### src/ldis_pkg.sv
// Purpose: Shared constants for the table-driven converter input select block
// Assumes: 40 MHz system clock, synchronous active-high reset
// Notes: Byte addresses are Wishbone word addresses (bus address bits [10:2]), one register per word
package ldis_pkg;
    // Table geometry
    localparam int unsigned TBL_ROWS = 64;
    localparam int unsigned ROW_W = 6;
    localparam int unsigned BYTE_W = 8;
    // Memory byte address bases of the two tables
    localparam logic [8:0] TBL_ONE_BASE = 9'h090;
    localparam logic [8:0] TBL_TWO_BASE = 9'h0D0;
    localparam logic [8:0] TBL_END = 9'h110;
    // Register word byte addresses (bus address bits [10:2] map the memory address)
    localparam logic [8:0] REG_CTRL0 = 9'h080;
    localparam logic [8:0] REG_ROW_ONE = 9'h081;
    localparam logic [8:0] REG_ROW_TWO = 9'h082;
    localparam logic [8:0] REG_BYTE_ONE = 9'h084;
    localparam logic [8:0] REG_BYTE_TWO = 9'h085;
    localparam logic [8:0] REG_SEL = 9'h086;
    localparam logic [8:0] REG_STATUS = 9'h087;
    // Field positions in the control register
    localparam int unsigned CTRL_DIR_ONE_BIT = 0;
    localparam int unsigned CTRL_DIR_TWO_BIT = 1;
    localparam int unsigned CTRL_FILT_OFF_BIT = 2;
    // Field positions in the select register
    localparam int unsigned SEL_ROW_ONE_BIT = 0;
    localparam int unsigned SEL_DIR_ONE_BIT = 1;
    localparam int unsigned SEL_ROW_TWO_BIT = 2;
    localparam int unsigned SEL_DIR_TWO_BIT = 3;
    // Reset values
    localparam logic [7:0] CONV_RESET_BYTE = 8'h00;
    localparam logic [7:0] REG_RESET = 8'h00;
    // Filter length: identical conversions needed before publishing
    localparam int unsigned FILT_COUNT = 4;
    // Sequencer states
    typedef enum logic [2:0] {
        SEQ_RECALL = 3'b000,
        SEQ_ANALOG = 3'b001,
        SEQ_WAIT_OK = 3'b010,
        SEQ_SETTLE = 3'b011,
        SEQ_RUN = 3'b100
    } ldis_seq_e;
endpackage

### src/ldis_input_select.sv
// Purpose: Picks the input byte of two current converters from tables or registers
// Assumes: Wishbone classic slave, 32-bit data, low byte carries each register
// Notes: Supply indications and conversion results arrive synchronous to clk_i
`timescale 1ns/10ps

// Behaviour
// RQ1 - Two 64-byte tables, one per converter
// RQ2 - Selected table row feeds its converter
// RQ3 - Row address is base plus index
// RQ4 - Default row index is converter result
// RQ5 - Bypass takes row from control register bits
// RQ6 - Channel one three-way source select
// RQ7 - Channel two same three-way select
// RQ8 - Shared result, channels otherwise independent
// RQ9 - Direct mode drives full control byte
// RQ10 - Per-channel source/sink direction bit
// RQ11 - Recall settings, then power analog
// RQ12 - Enable converter after supply good
// RQ13 - Apply table bytes after four matches
// RQ14 - Converter inputs zero until first apply
// RQ15 - Filter off needs single conversion
// RQ16 - Recalled selects govern first update
// RQ17 - Result is 6-bit binary code
// RQ18 - Published result filters four identical conversions
// RQ19 - Registered converter bytes track all changes
module ldis_input_select #(
    parameter int unsigned ROWS = ldis_pkg::TBL_ROWS
) (
    input wire logic clk_i,
    input wire logic rst_i,
    // Wishbone classic slave
    input wire logic cyc_i,
    input wire logic stb_i,
    input wire logic we_i,
    input wire logic [31:0] adr_i,
    input wire logic [3:0] sel_i,
    input wire logic [31:0] dat_i,
    output logic [31:0] dat_o,
    output logic ack_o,
    // Power sequencing and nonvolatile recall
    input wire logic first_supply_threshold_i,
    input wire logic converter_supply_good_i,
    input wire logic [7:0] nv_ctrl_i,
    input wire logic [7:0] nv_row_one_i,
    input wire logic [7:0] nv_row_two_i,
    input wire logic [7:0] nv_byte_one_i,
    input wire logic [7:0] nv_byte_two_i,
    input wire logic [7:0] nv_sel_i,
    output logic analog_power_o,
    output logic adc_enable_o,
    // Shared temperature converter
    input wire logic [ldis_pkg::ROW_W-1:0] adc_result_i,
    input wire logic adc_done_i,
    // Current converters
    output logic [ldis_pkg::BYTE_W-1:0] current_out_one_byte_o,
    output logic [ldis_pkg::BYTE_W-1:0] current_out_two_byte_o,
    output logic output_one_direction_o,
    output logic output_two_direction_o
);
    import ldis_pkg::*;

    // Decode a memory address into a table hit
    function automatic logic in_range(input logic [8:0] a, input logic [8:0] lo,
                                      input logic [8:0] hi);
        in_range = (a >= lo) && (a < hi);
    endfunction

    // Register copies of the nonvolatile settings
    logic [7:0] ctrl_r, ctrl_nxt;
    logic [7:0] row_one_r, row_one_nxt;
    logic [7:0] row_two_r, row_two_nxt;
    logic [7:0] byte_one_r, byte_one_nxt;
    logic [7:0] byte_two_r, byte_two_nxt;
    logic [7:0] sel_r, sel_nxt;
    // Bus handshake
    logic ack_r, ack_nxt;
    logic [31:0] dat_r, dat_nxt;
    // Sequencer
    ldis_seq_e seq_r, seq_nxt;
    // Result filter
    logic [ROW_W-1:0] last_r, last_nxt;
    logic [ROW_W-1:0] pub_r, pub_nxt;
    logic [2:0] match_r, match_nxt;
    logic pub_valid_r, pub_valid_nxt;
    // Converter bytes
    logic [7:0] out_one_r, out_one_nxt;
    logic [7:0] out_two_r, out_two_nxt;
    logic apply_r, apply_nxt;

    // Bus address as a memory byte address
    logic [8:0] mem_addr;
    logic bus_req, bus_wr;
    logic hit_one, hit_two;
    logic [ROW_W-1:0] bus_row;
    assign mem_addr = adr_i[10:2];
    assign bus_req = cyc_i && stb_i && !ack_r;
    // Writes commit only while ack stands, the edge the master takes it
    assign bus_wr = ack_r && cyc_i && stb_i && we_i && sel_i[0];
    assign hit_one = in_range(mem_addr, TBL_ONE_BASE, TBL_TWO_BASE); // [RQ3]
    assign hit_two = in_range(mem_addr, TBL_TWO_BASE, TBL_END);
    assign bus_row = hit_one ? 6'(mem_addr - TBL_ONE_BASE) : 6'(mem_addr - TBL_TWO_BASE);

    // Row index per table: converter result or software row
    logic [ROW_W-1:0] idx_one, idx_two;
    assign idx_one = sel_r[SEL_ROW_ONE_BIT] ? row_one_r[ROW_W-1:0] : pub_r; // [RQ4] [RQ5]
    assign idx_two = sel_r[SEL_ROW_TWO_BIT] ? row_two_r[ROW_W-1:0] : pub_r; // [RQ5] [RQ8]

    // Each table: port A serves the bus, port B the converter path
    logic [7:0] t1_bus, t1_conv, t2_bus, t2_conv;
    ldis_table_mem #(.DEPTH(ROWS), .AW(ROW_W), .DW(BYTE_W)) u_table_one ( // [RQ1]
        .clk_i(clk_i),
        .we_i(bus_wr && hit_one),
        .waddr_i(bus_row),
        .wdata_i(dat_i[7:0]),
        .raddr_a_i(bus_row),
        .rdata_a_o(t1_bus),
        .raddr_b_i(idx_one),
        .rdata_b_o(t1_conv)
    );
    ldis_table_mem #(.DEPTH(ROWS), .AW(ROW_W), .DW(BYTE_W)) u_table_two ( // [RQ1]
        .clk_i(clk_i),
        .we_i(bus_wr && hit_two),
        .waddr_i(bus_row),
        .wdata_i(dat_i[7:0]),
        .raddr_a_i(bus_row),
        .rdata_a_o(t2_bus),
        .raddr_b_i(idx_two),
        .rdata_b_o(t2_conv)
    );

    // Two-cycle bus answer so the registered table read is ready
    logic pend_r, pend_nxt;

    // Register file and bus next values
    always_comb begin
        ctrl_nxt = ctrl_r;
        row_one_nxt = row_one_r;
        row_two_nxt = row_two_r;
        byte_one_nxt = byte_one_r;
        byte_two_nxt = byte_two_r;
        sel_nxt = sel_r;
        pend_nxt = bus_req && !pend_r;
        ack_nxt = pend_r && cyc_i && stb_i;
        dat_nxt = 32'h00000000;
        if (seq_r == SEQ_RECALL) begin
            // Settings copied before analog power is allowed
            ctrl_nxt = nv_ctrl_i; // [RQ11]
            row_one_nxt = nv_row_one_i;
            row_two_nxt = nv_row_two_i;
            byte_one_nxt = nv_byte_one_i;
            byte_two_nxt = nv_byte_two_i;
            sel_nxt = nv_sel_i; // [RQ16]
            pend_nxt = 1'b0;
            ack_nxt = 1'b0;
        end else if (pend_r && cyc_i && stb_i) begin
            // Read mux; unmapped addresses read zero
            case (mem_addr)
                REG_CTRL0: dat_nxt = {24'h000000, ctrl_r};
                REG_ROW_ONE: dat_nxt = {24'h000000, row_one_r};
                REG_ROW_TWO: dat_nxt = {24'h000000, row_two_r};
                REG_BYTE_ONE: dat_nxt = {24'h000000, byte_one_r};
                REG_BYTE_TWO: dat_nxt = {24'h000000, byte_two_r};
                REG_SEL: dat_nxt = {24'h000000, sel_r};
                REG_STATUS: dat_nxt = {26'h0000000, pub_r}; // [RQ17]
                default: begin
                    if (hit_one) begin
                        dat_nxt = {24'h000000, t1_bus};
                    end else if (hit_two) begin
                        dat_nxt = {24'h000000, t2_bus};
                    end
                end
            endcase
        end
        // Writes land at the edge where the master samples ack; recall wins
        if (bus_wr && seq_r != SEQ_RECALL) begin
            case (mem_addr)
                REG_CTRL0: ctrl_nxt = dat_i[7:0];
                REG_ROW_ONE: row_one_nxt = dat_i[7:0];
                REG_ROW_TWO: row_two_nxt = dat_i[7:0];
                REG_BYTE_ONE: byte_one_nxt = dat_i[7:0];
                REG_BYTE_TWO: byte_two_nxt = dat_i[7:0];
                REG_SEL: sel_nxt = dat_i[7:0];
                default: ;
            endcase
        end
    end

    // Power-up sequencer next state
    always_comb begin
        seq_nxt = seq_r;
        case (seq_r)
            SEQ_RECALL: begin
                if (first_supply_threshold_i) begin
                    seq_nxt = SEQ_ANALOG; // [RQ11]
                end
            end
            SEQ_ANALOG: seq_nxt = SEQ_WAIT_OK;
            SEQ_WAIT_OK: begin
                if (converter_supply_good_i) begin
                    seq_nxt = SEQ_SETTLE; // [RQ12]
                end
            end
            SEQ_SETTLE: begin
                // Direct bytes need no conversion; table paths wait for a result
                if (pub_valid_r || (sel_r[SEL_DIR_ONE_BIT] && sel_r[SEL_DIR_TWO_BIT])) begin
                    seq_nxt = SEQ_RUN; // [RQ13] [RQ16]
                end
            end
            SEQ_RUN: seq_nxt = SEQ_RUN;
            default: seq_nxt = SEQ_RECALL;
        endcase
        // Supply loss restarts the whole sequence
        if (!first_supply_threshold_i) begin
            seq_nxt = SEQ_RECALL;
        end
    end

    // Result filter next values
    always_comb begin
        last_nxt = last_r;
        match_nxt = match_r;
        pub_nxt = pub_r;
        pub_valid_nxt = pub_valid_r;
        if (!adc_enable_o) begin
            match_nxt = 3'h0;
            pub_valid_nxt = 1'b0;
        end else if (adc_done_i) begin
            last_nxt = adc_result_i;
            if (match_r == 3'h0 || adc_result_i != last_r) begin
                match_nxt = 3'h1;
            end else if (match_r < 3'(FILT_COUNT)) begin
                match_nxt = match_r + 3'h1;
            end
            // Publish on every conversion or after four identical ones
            if (ctrl_r[CTRL_FILT_OFF_BIT]) begin
                pub_nxt = adc_result_i; // [RQ15] [RQ18]
                pub_valid_nxt = 1'b1;
            end else if (match_r == 3'(FILT_COUNT - 1) && adc_result_i == last_r) begin
                pub_nxt = adc_result_i; // [RQ13] [RQ18]
                pub_valid_nxt = 1'b1;
            end
        end
    end

    // Converter byte next values
    always_comb begin
        apply_nxt = (seq_r == SEQ_RUN);
        out_one_nxt = CONV_RESET_BYTE; // [RQ14]
        out_two_nxt = CONV_RESET_BYTE; // [RQ14]
        // Table data lags the index one cycle, so wait one cycle in RUN;
        // leaving RUN zeroes both bytes at once, as on a fresh power-up
        if (apply_r && seq_nxt == SEQ_RUN) begin
            out_one_nxt = sel_r[SEL_DIR_ONE_BIT] ? byte_one_r : t1_conv; // [RQ2] [RQ6] [RQ9]
            out_two_nxt = sel_r[SEL_DIR_TWO_BIT] ? byte_two_r : t2_conv; // [RQ7] [RQ9]
        end
    end

    // State registers; recalled values are loaded in RECALL, not by reset
    always_ff @(posedge clk_i) begin
        if (rst_i) begin
            ctrl_r <= REG_RESET;
            row_one_r <= REG_RESET;
            row_two_r <= REG_RESET;
            byte_one_r <= REG_RESET;
            byte_two_r <= REG_RESET;
            sel_r <= REG_RESET;
            ack_r <= 1'b0;
            pend_r <= 1'b0;
            dat_r <= 32'h00000000;
            seq_r <= SEQ_RECALL;
            last_r <= 6'h00;
            pub_r <= 6'h00;
            match_r <= 3'h0;
            pub_valid_r <= 1'b0;
            out_one_r <= CONV_RESET_BYTE;
            out_two_r <= CONV_RESET_BYTE;
            apply_r <= 1'b0;
        end else begin
            ctrl_r <= ctrl_nxt;
            row_one_r <= row_one_nxt;
            row_two_r <= row_two_nxt;
            byte_one_r <= byte_one_nxt;
            byte_two_r <= byte_two_nxt;
            sel_r <= sel_nxt;
            ack_r <= ack_nxt;
            pend_r <= pend_nxt;
            dat_r <= dat_nxt;
            seq_r <= seq_nxt;
            last_r <= last_nxt;
            pub_r <= pub_nxt;
            match_r <= match_nxt;
            pub_valid_r <= pub_valid_nxt;
            out_one_r <= out_one_nxt; // [RQ19]
            out_two_r <= out_two_nxt; // [RQ19]
            apply_r <= apply_nxt;
        end
    end

    // Outputs
    assign ack_o = ack_r;
    assign dat_o = dat_r;
    assign analog_power_o = (seq_r != SEQ_RECALL); // [RQ11]
    assign adc_enable_o = (seq_r == SEQ_SETTLE) || (seq_r == SEQ_RUN); // [RQ12]
    assign current_out_one_byte_o = out_one_r;
    assign current_out_two_byte_o = out_two_r;
    assign output_one_direction_o = ctrl_r[CTRL_DIR_ONE_BIT]; // [RQ10]
    assign output_two_direction_o = ctrl_r[CTRL_DIR_TWO_BIT]; // [RQ10]
endmodule

### src/ldis_table_mem.sv
// Purpose: Two-port byte table memory with one registered read port per port
// Assumes: Single clock; write through port A only
// Notes: Read data comes out one cycle after the address
`timescale 1ns/10ps
module ldis_table_mem #(
    parameter int unsigned DEPTH = 64,
    parameter int unsigned AW = 6,
    parameter int unsigned DW = 8
) (
    input wire logic clk_i,
    input wire logic we_i,
    input wire logic [AW-1:0] waddr_i,
    input wire logic [DW-1:0] wdata_i,
    input wire logic [AW-1:0] raddr_a_i,
    output logic [DW-1:0] rdata_a_o,
    input wire logic [AW-1:0] raddr_b_i,
    output logic [DW-1:0] rdata_b_o
);
    // Storage; no reset or initial value, so contents are unknown until written
    logic [DW-1:0] mem_r [DEPTH];

    // Write and registered reads
    always_ff @(posedge clk_i) begin
        if (we_i) begin
            mem_r[waddr_i] <= wdata_i;
        end
        rdata_a_o <= mem_r[raddr_a_i];
        rdata_b_o <= mem_r[raddr_b_i];
    end
endmodule

### config.mk
export PLATFORM = sky130hd
export DESIGN_NAME = ldis_input_select
export DESIGN_NICKNAME = d
export VERILOG_FILES = /design/src/ldis_pkg.sv /design/src/ldis_input_select.sv /design/src/ldis_table_mem.sv
export SDC_FILE = /design/constraint.sdc
export NUM_CORES = 2
export LEC_CHECK = 0
export BUFFER_PORTS_ARGS = -buffer_cell sky130_fd_sc_hd__buf_2
export CAP_MARGIN = 5
export CORE_MARGIN = 2
export CORE_UTILIZATION = 45
export CTS_BUF_LIST = sky130_fd_sc_hd__clkbuf_16
export DETAILED_ROUTE_END_ITERATION = 8
export GPL_ROUTABILITY_DRIVEN = 0
export PLACE_DENSITY_LB_ADDON = 0.2
export SYNTH_ARGS = -nofsm -noshare
export SYNTH_HDL_FRONTEND = slang
export SYNTH_HIERARCHICAL = 1
export SYNTH_SLANG_ARGS = --single-unit
### constraint.sdc
create_clock -name clk_i -period 4.8 [get_ports clk_i]
set_input_delay 0.96 -clock clk_i [delete_from_list [all_inputs] [get_ports clk_i]]
set_output_delay 0.96 -clock clk_i [all_outputs]
set_load 0.005 [all_outputs]
# After elaboration in Yosys (flattened, before gate mapping)
# Memory sizes are Yosys's and may differ from the RTL's. A register that Yosys moved wholly into a read port is not among the register bits.
# Cells that the tools add are included.
# classes
bitwise	3
magnitude_cmp	5
add_sub_neg	3
muxes	40
eq_ne	15
reduce_logical	35
# ops
operator	n
two-way mux 8 bit	22
equality test 9 x 8 -> 1 bit (second input constant)	7
one-hot mux 8 bit (7 select lines)	1
two-way mux 6 bit	5
greater-or-equal comparator 9 x 8 -> 1 bit (second input constant)	2
logical AND 1 bit	17
two-way mux 3 bit	5
one-hot mux 3 bit (5 select lines)	1
subtractor 6 x 5 -> 6 bit (second input constant)	2
equality test 3 x 2 -> 1 bit (second input constant)	3
< comparator 9 x 8 -> 1 bit (second input constant)	1
< comparator 9 bit (second input constant)	1
equality test 3 bit (second input constant)	2
equality test 6 bit	1
logical NOT 3 bit	2
two-way mux 1 bit	6
inequality test 6 bit	1
AND reduction 2 bit	3
OR reduction 2 bit	3
nonzero test 2 bit	2
adder 3 x 1 -> 3 bit (second input constant)	1
equality test 3 x 1 -> 1 bit (second input constant)	1
logical OR 1 bit	3
< comparator 3 bit (second input constant)	1
other kinds (5)	8
# word_totals
output_inout_bits	53
ram_bits	1024
elab_cells	120
input_bits	130
memories	2
register_bits	118
# memory_table
name	depth	width	rd	rd_ports_with_merged_regs	wr	line	rtl
u_table_one.mem_r	64	8	2	2	1	ldis_table_mem.sv:20	logic [DW-1:0] mem_r [DEPTH];
u_table_two.mem_r	64	8	2	2	1	ldis_table_mem.sv:20	

# Depth between registers and ports, before layout
# logic_depth
word_depth	9
mapped_depth	10
mapped_depth_nobuf	8

# Hierarchy
# The synthesis kept the hierarchy.
# modules_own_cells
mod	cells_per_inst	area_each_um2	seq_area_each_um2	n_inst
ldis_table_mem	1211	24274.5	15695.1	2
ldis_input_select	542	4961.0	1881.8	1

# Worst setup path before layout
# Ideal clock, no wire load.
# synth_path
path_kind	input to register
startpoint	in adr_i[2]
endpoint	mem u_table_two.mem_r[62][0], enable pin
path_stages	7
arrival_ps	3068
required_ps	4430
slack_ps	1362
n_path_buf	0
setup_ps	370
path_cell_list	nor2_1 > a311oi_1 > or3b_2 > a21oi_1 > nor2b_1 > nand3_1 > nor2_1
# synth_between
elab_chain_cells	5
word_cells_on_any_way	12
cone_classes	add/sub (2); order compare (4); mux (3); reduce/logical (3)
# synth_rtl
item	line	rtl
from (decl)	ldis_input_select.sv:35	input wire logic [31:0] adr_i,
greater-or-equal comparator 9 x 8 -> 1 bit or < comparator 9 bit (tied branches)	ldis_input_select.sv:65	in_range = (a >= lo) && (a < hi);
logical AND 1 bit	ldis_input_select.sv:65	
logical AND 1 bit	ldis_input_select.sv:122	.we_i(bus_wr && hit_two),
two-way mux 1 bit	ldis_table_mem.sv:24	if (we_i) begin
two-way mux 1 bit (not written as such)	ldis_table_mem.sv:25	mem_r[waddr_i] <= wdata_i;
to (decl)	ldis_table_mem.sv:20	
# Parallel ways exist; a longest one is shown, timed or not.

# Final worst setup path
# layout_path
startpoint	reg sel_r[0]
endpoint	reg u_table_one.rdata_b_o[3] (read register of u_table_one.mem_r)
# layout_between
elab_chain_cells	1
# layout_rtl
item	line	rtl
from (decl)	ldis_input_select.sv:74	logic [7:0] sel_r, sel_nxt;
from (signal assigned)	ldis_input_select.sv:284	sel_r <= sel_nxt;
two-way mux 6 bit	ldis_input_select.sv:105	assign idx_one = sel_r[SEL_ROW_ONE_BIT] ? row_one_r[ROW_W-1:0] : pub_r;
via idx_one[0]	ldis_input_select.sv:104	logic [ROW_W-1:0] idx_one, idx_two;
to (decl)	ldis_table_mem.sv:17	output logic [DW-1:0] rdata_b_o
# The timed path passes the listed nets, and every way through them passes these cells.
# A chain may end at the register's enable or synchronous reset.

==> metrics <==
library cell occupying the most area in the post-synthesis netlist=sky130_fd_sc_hd__edfxtp_1; maxcap violations=0; global-route wire length before repair=221200 um; share of post-route cells with drive strength above 1=32.96%; Hold-fix buffers, CTS=0; critical path data required time=5400 ps; Setup crit end kind=register; antenna violations before repair=5; floorplan core area=117900 um2; portion of synthesized cell area occupied by the leading cell type=57.46%; placement row count=126; fin util=51.33%; Primary FF master, synth=sky130_fd_sc_hd__edfxtp_1; length of the first detailed-routing pass in iterations=5; DR vias=31204; Largest delay share family, worst path=multiplexers; number of warnings issued by yosys=6; origin of the worst min-delay path=pend_r; number of fill cells=9417; Peak supply drop=0.3251 mV; ranking of synthesized cells by area=sky130_fd_sc_hd__edfxtp_1, sky130_fd_sc_hd__mux4_2, sky130_fd_sc_hd__dfxtp_1; Hold Fails Final Rpt=0; flops & latches, synth=1150; Overall Global Routing Usage=25.08%; EDFF count, synth=1024; maximum number of pins on one net before global-route repair=135; via count of the first global-routing pass=31591; class of the most critical hold timing path=register to register; share of the yosys chip area belonging to registers=62.18%; Starting Density=45.38%; post_cts resized=0; Setup TNS Final=0 ps; number of standard cells after synthesis=2964; critical path startpoint=sel_r[0]; result of the run=finished, final reports clean; highest clock rate=0.2864 GHz; total gr overflow=0; setup repair after global routing missed its margin=no; width of the die=348.8 um; post-layout min period=3491 ps; DRC violations left=0; remaining number of nets flagged by the antenna check after routing=0; launch instance of the worst register-to-register path=sel_r[0]; maximum net fanout on the critical path=38; share of flip-flops with an asynchronous set or reset=0%; Avg Inst Size Synth=18.05 um2; largest incremental delay on the critical path=610 ps; number of endpoints failing setup at the final stage=0; count leader, synth=sky130_fd_sc_hd__edfxtp_1; worst-path cell chain=mux2_8 > buf_4 > mux4_2 > a221oi_1 > o21ai_0 > nand3_1 > nand2_1; slowest CP cell=sky130_fd_sc_hd__dfxtp_1; footprint of the flip-flops and latches=33270 um2; clock net sink count=1150; clock network latency to the later pin of the worst-skew pair=740 ps; detailed-route wire length per cell=31.64 um; Post-synth top cells=sky130_fd_sc_hd__edfxtp_1, sky130_fd_sc_hd__mux4_2, sky130_fd_sc_hd__nor2_1; total area of multi-input combinational cells=19080 um2; Relative slew margins=16.52%; post-synthesis instance area=53510 um2; Leakage=19.44 nW; height of the die=348.8 um; Port Buffers=108; CTS max path bufs=3; CP Launch Type=register; clock-pin transition on the worst setup and hold timing paths=60 ps; final hold slack=443.3 ps; type of the worst setup path=register to register; Die Footprint=121700 um2; Area growth syn-to-layout=13.11%; estimated wirelength of the detail-placed design=99550 um; actual transition at the worst max-transition pin=1252 ps; CTS tree=yes; number of nets in the layout=3320; worst path bufs/invs=1; Iter 0 DRT Violations=3841; count of pins over their slew limit=0; worst clock skew=44.46 ps; post-route fraction of the period consumed by the critical path=72.74%; CTS H-Tree Depth=3; Detailed Route WL=152800 um; Arr. time, crit path=4100 ps; buffers inserted by post-CTS timing repair=0; vias per std cell=6.462; Distinct cells, synth=61; clock buffer count from CTS=120; root buffer cell=sky130_fd_sc_hd__clkbuf_16; top-level port count=183; Pwr Density=358.6 nW/um2
==> power by group <==
part	total, mW	internal, mW	switching, mW	leakage (nW)
sequential	11.0	11.0	0.0784	10.2
clock	9.14	5.17	3.97	2.05
combinational	1.53	0.602	0.931	7.15
total	21.7	16.7	4.98	19.4
==> placed cells by master, fill, tap and decap left out, drive strengths merged, types with 8 or more instances in the layout <==
master | synthesis | layout
mux2 | 35 | 35
bufinv | 0 | 11
o221ai | 10 | 10
a221o | 11 | 11
dfxtp | 126 | 126
nand4 | 10 | 10
clkinv | 0 | 50
buf | 154 | 317
nand2 | 84 | 84
clkbuf | 88 | 122
a22oi | 28 | 28
nand3 | 50 | 50
and2 | 8 | 8
o21ai | 67 | 67
a21oi | 46 | 46
inv | 17 | 60
nor2 | 228 | 228
conb | 1 | 24
mux2i | 203 | 203
a221oi | 22 | 22
o31a | 10 | 10
nor3 | 11 | 11
mux4 | 543 | 543
nor2b | 20 | 20
edfxtp | 1024 | 1024
nand2b | 15 | 15
a211oi | 39 | 39
o22ai | 41 | 41
==> sequential cells by signal (all words and copies together) (netlist names) <==
signal,count
u_table_one/mem_r,512
u_table_two/mem_r,512
byte_one_r,8
byte_two_r,8
ctrl_r,8
current_out_one_byte_o,8
current_out_two_byte_o,8
dat_o,8
row_one_r,8
row_two_r,8
sel_r,8
u_table_one/rdata_a_o,8
u_table_one/rdata_b_o,8
u_table_two/rdata_a_o,8
u_table_two/rdata_b_o,8
last_r,6
pub_r,6
match_r,3
seq_r,3
ack_o,1
apply_r,1
pend_r,1
pub_valid_r,1
==> worst paths after layout <==
path	endpoint	slack, ps	cells past startpoint
hold / removal	pend_r	440	1
setup reg to reg	u_table_one/rdata_b_o[3]	1310	7
hold reg to reg	pend_r	440	1
setup / recovery	u_table_one/rdata_b_o[3]	1310	7
==> final cells by class <==
class                   count  share of cell area, %
diodes                      4                0.01654
well taps                1536                  3.175
flip-flops and latches   1150                  54.97
inverters                  17                 0.1054
clock inverters           105                  1.391
multi-input cells        1578                  31.53
repair buffers            318                  3.806
clock buffers             121                  5.003
==> cell families (layout without fill, tap and decap cells) <==
group           count (synthesis)  after routing  share of synthesized area (%)
other cells                     1             28                       0.007008
compound gates                312            312                          3.968
fa+ha+maj                       5              5                         0.1169
xor+xnor                        6              6                        0.09821
mux                           781            781                          27.39
simple gates                  450            450                          3.776
flops                        1150           1150                          62.18
buf+inv                       259            561                          2.467
==> stage by stage <==
| step | area [um2] | total power [mW] | cells | setup WS (ps) |
|---|---|---|---|---|
| 3_3_place_gp | 56650 | 12.74 | 4599 | 708.5 |
| 4_1_cts | 60520 | 21.85 | 4825 | 1294 |
| 5_1_grt | 60520 | 22.33 | 4827 | 1091 |
| 6_report | 60530 | 21.71 | 4829 | 1309 |
| 2_1_floorplan | 53600 | 12.14 | 2987 | 1362 |
| 3_5_place_dp | 56650 | 12.77 | 4599 | 690.3 |
==> layer usage <==
| layer | global-route usage, % | vias up | routed length, um |
|---|---|---|---|
| met4 | 7.609 | 4 | 4721 |
| met2 | 40.84 | 1481 | 74850 |
| met3 | 4.152 | 247 | 12130 |
| li1 | - | 12842 | - |
| met5 | 0 | - | 33 |
| met1 | 34.90 | 16630 | 61050 |
(Power assumes the default switching activity.)
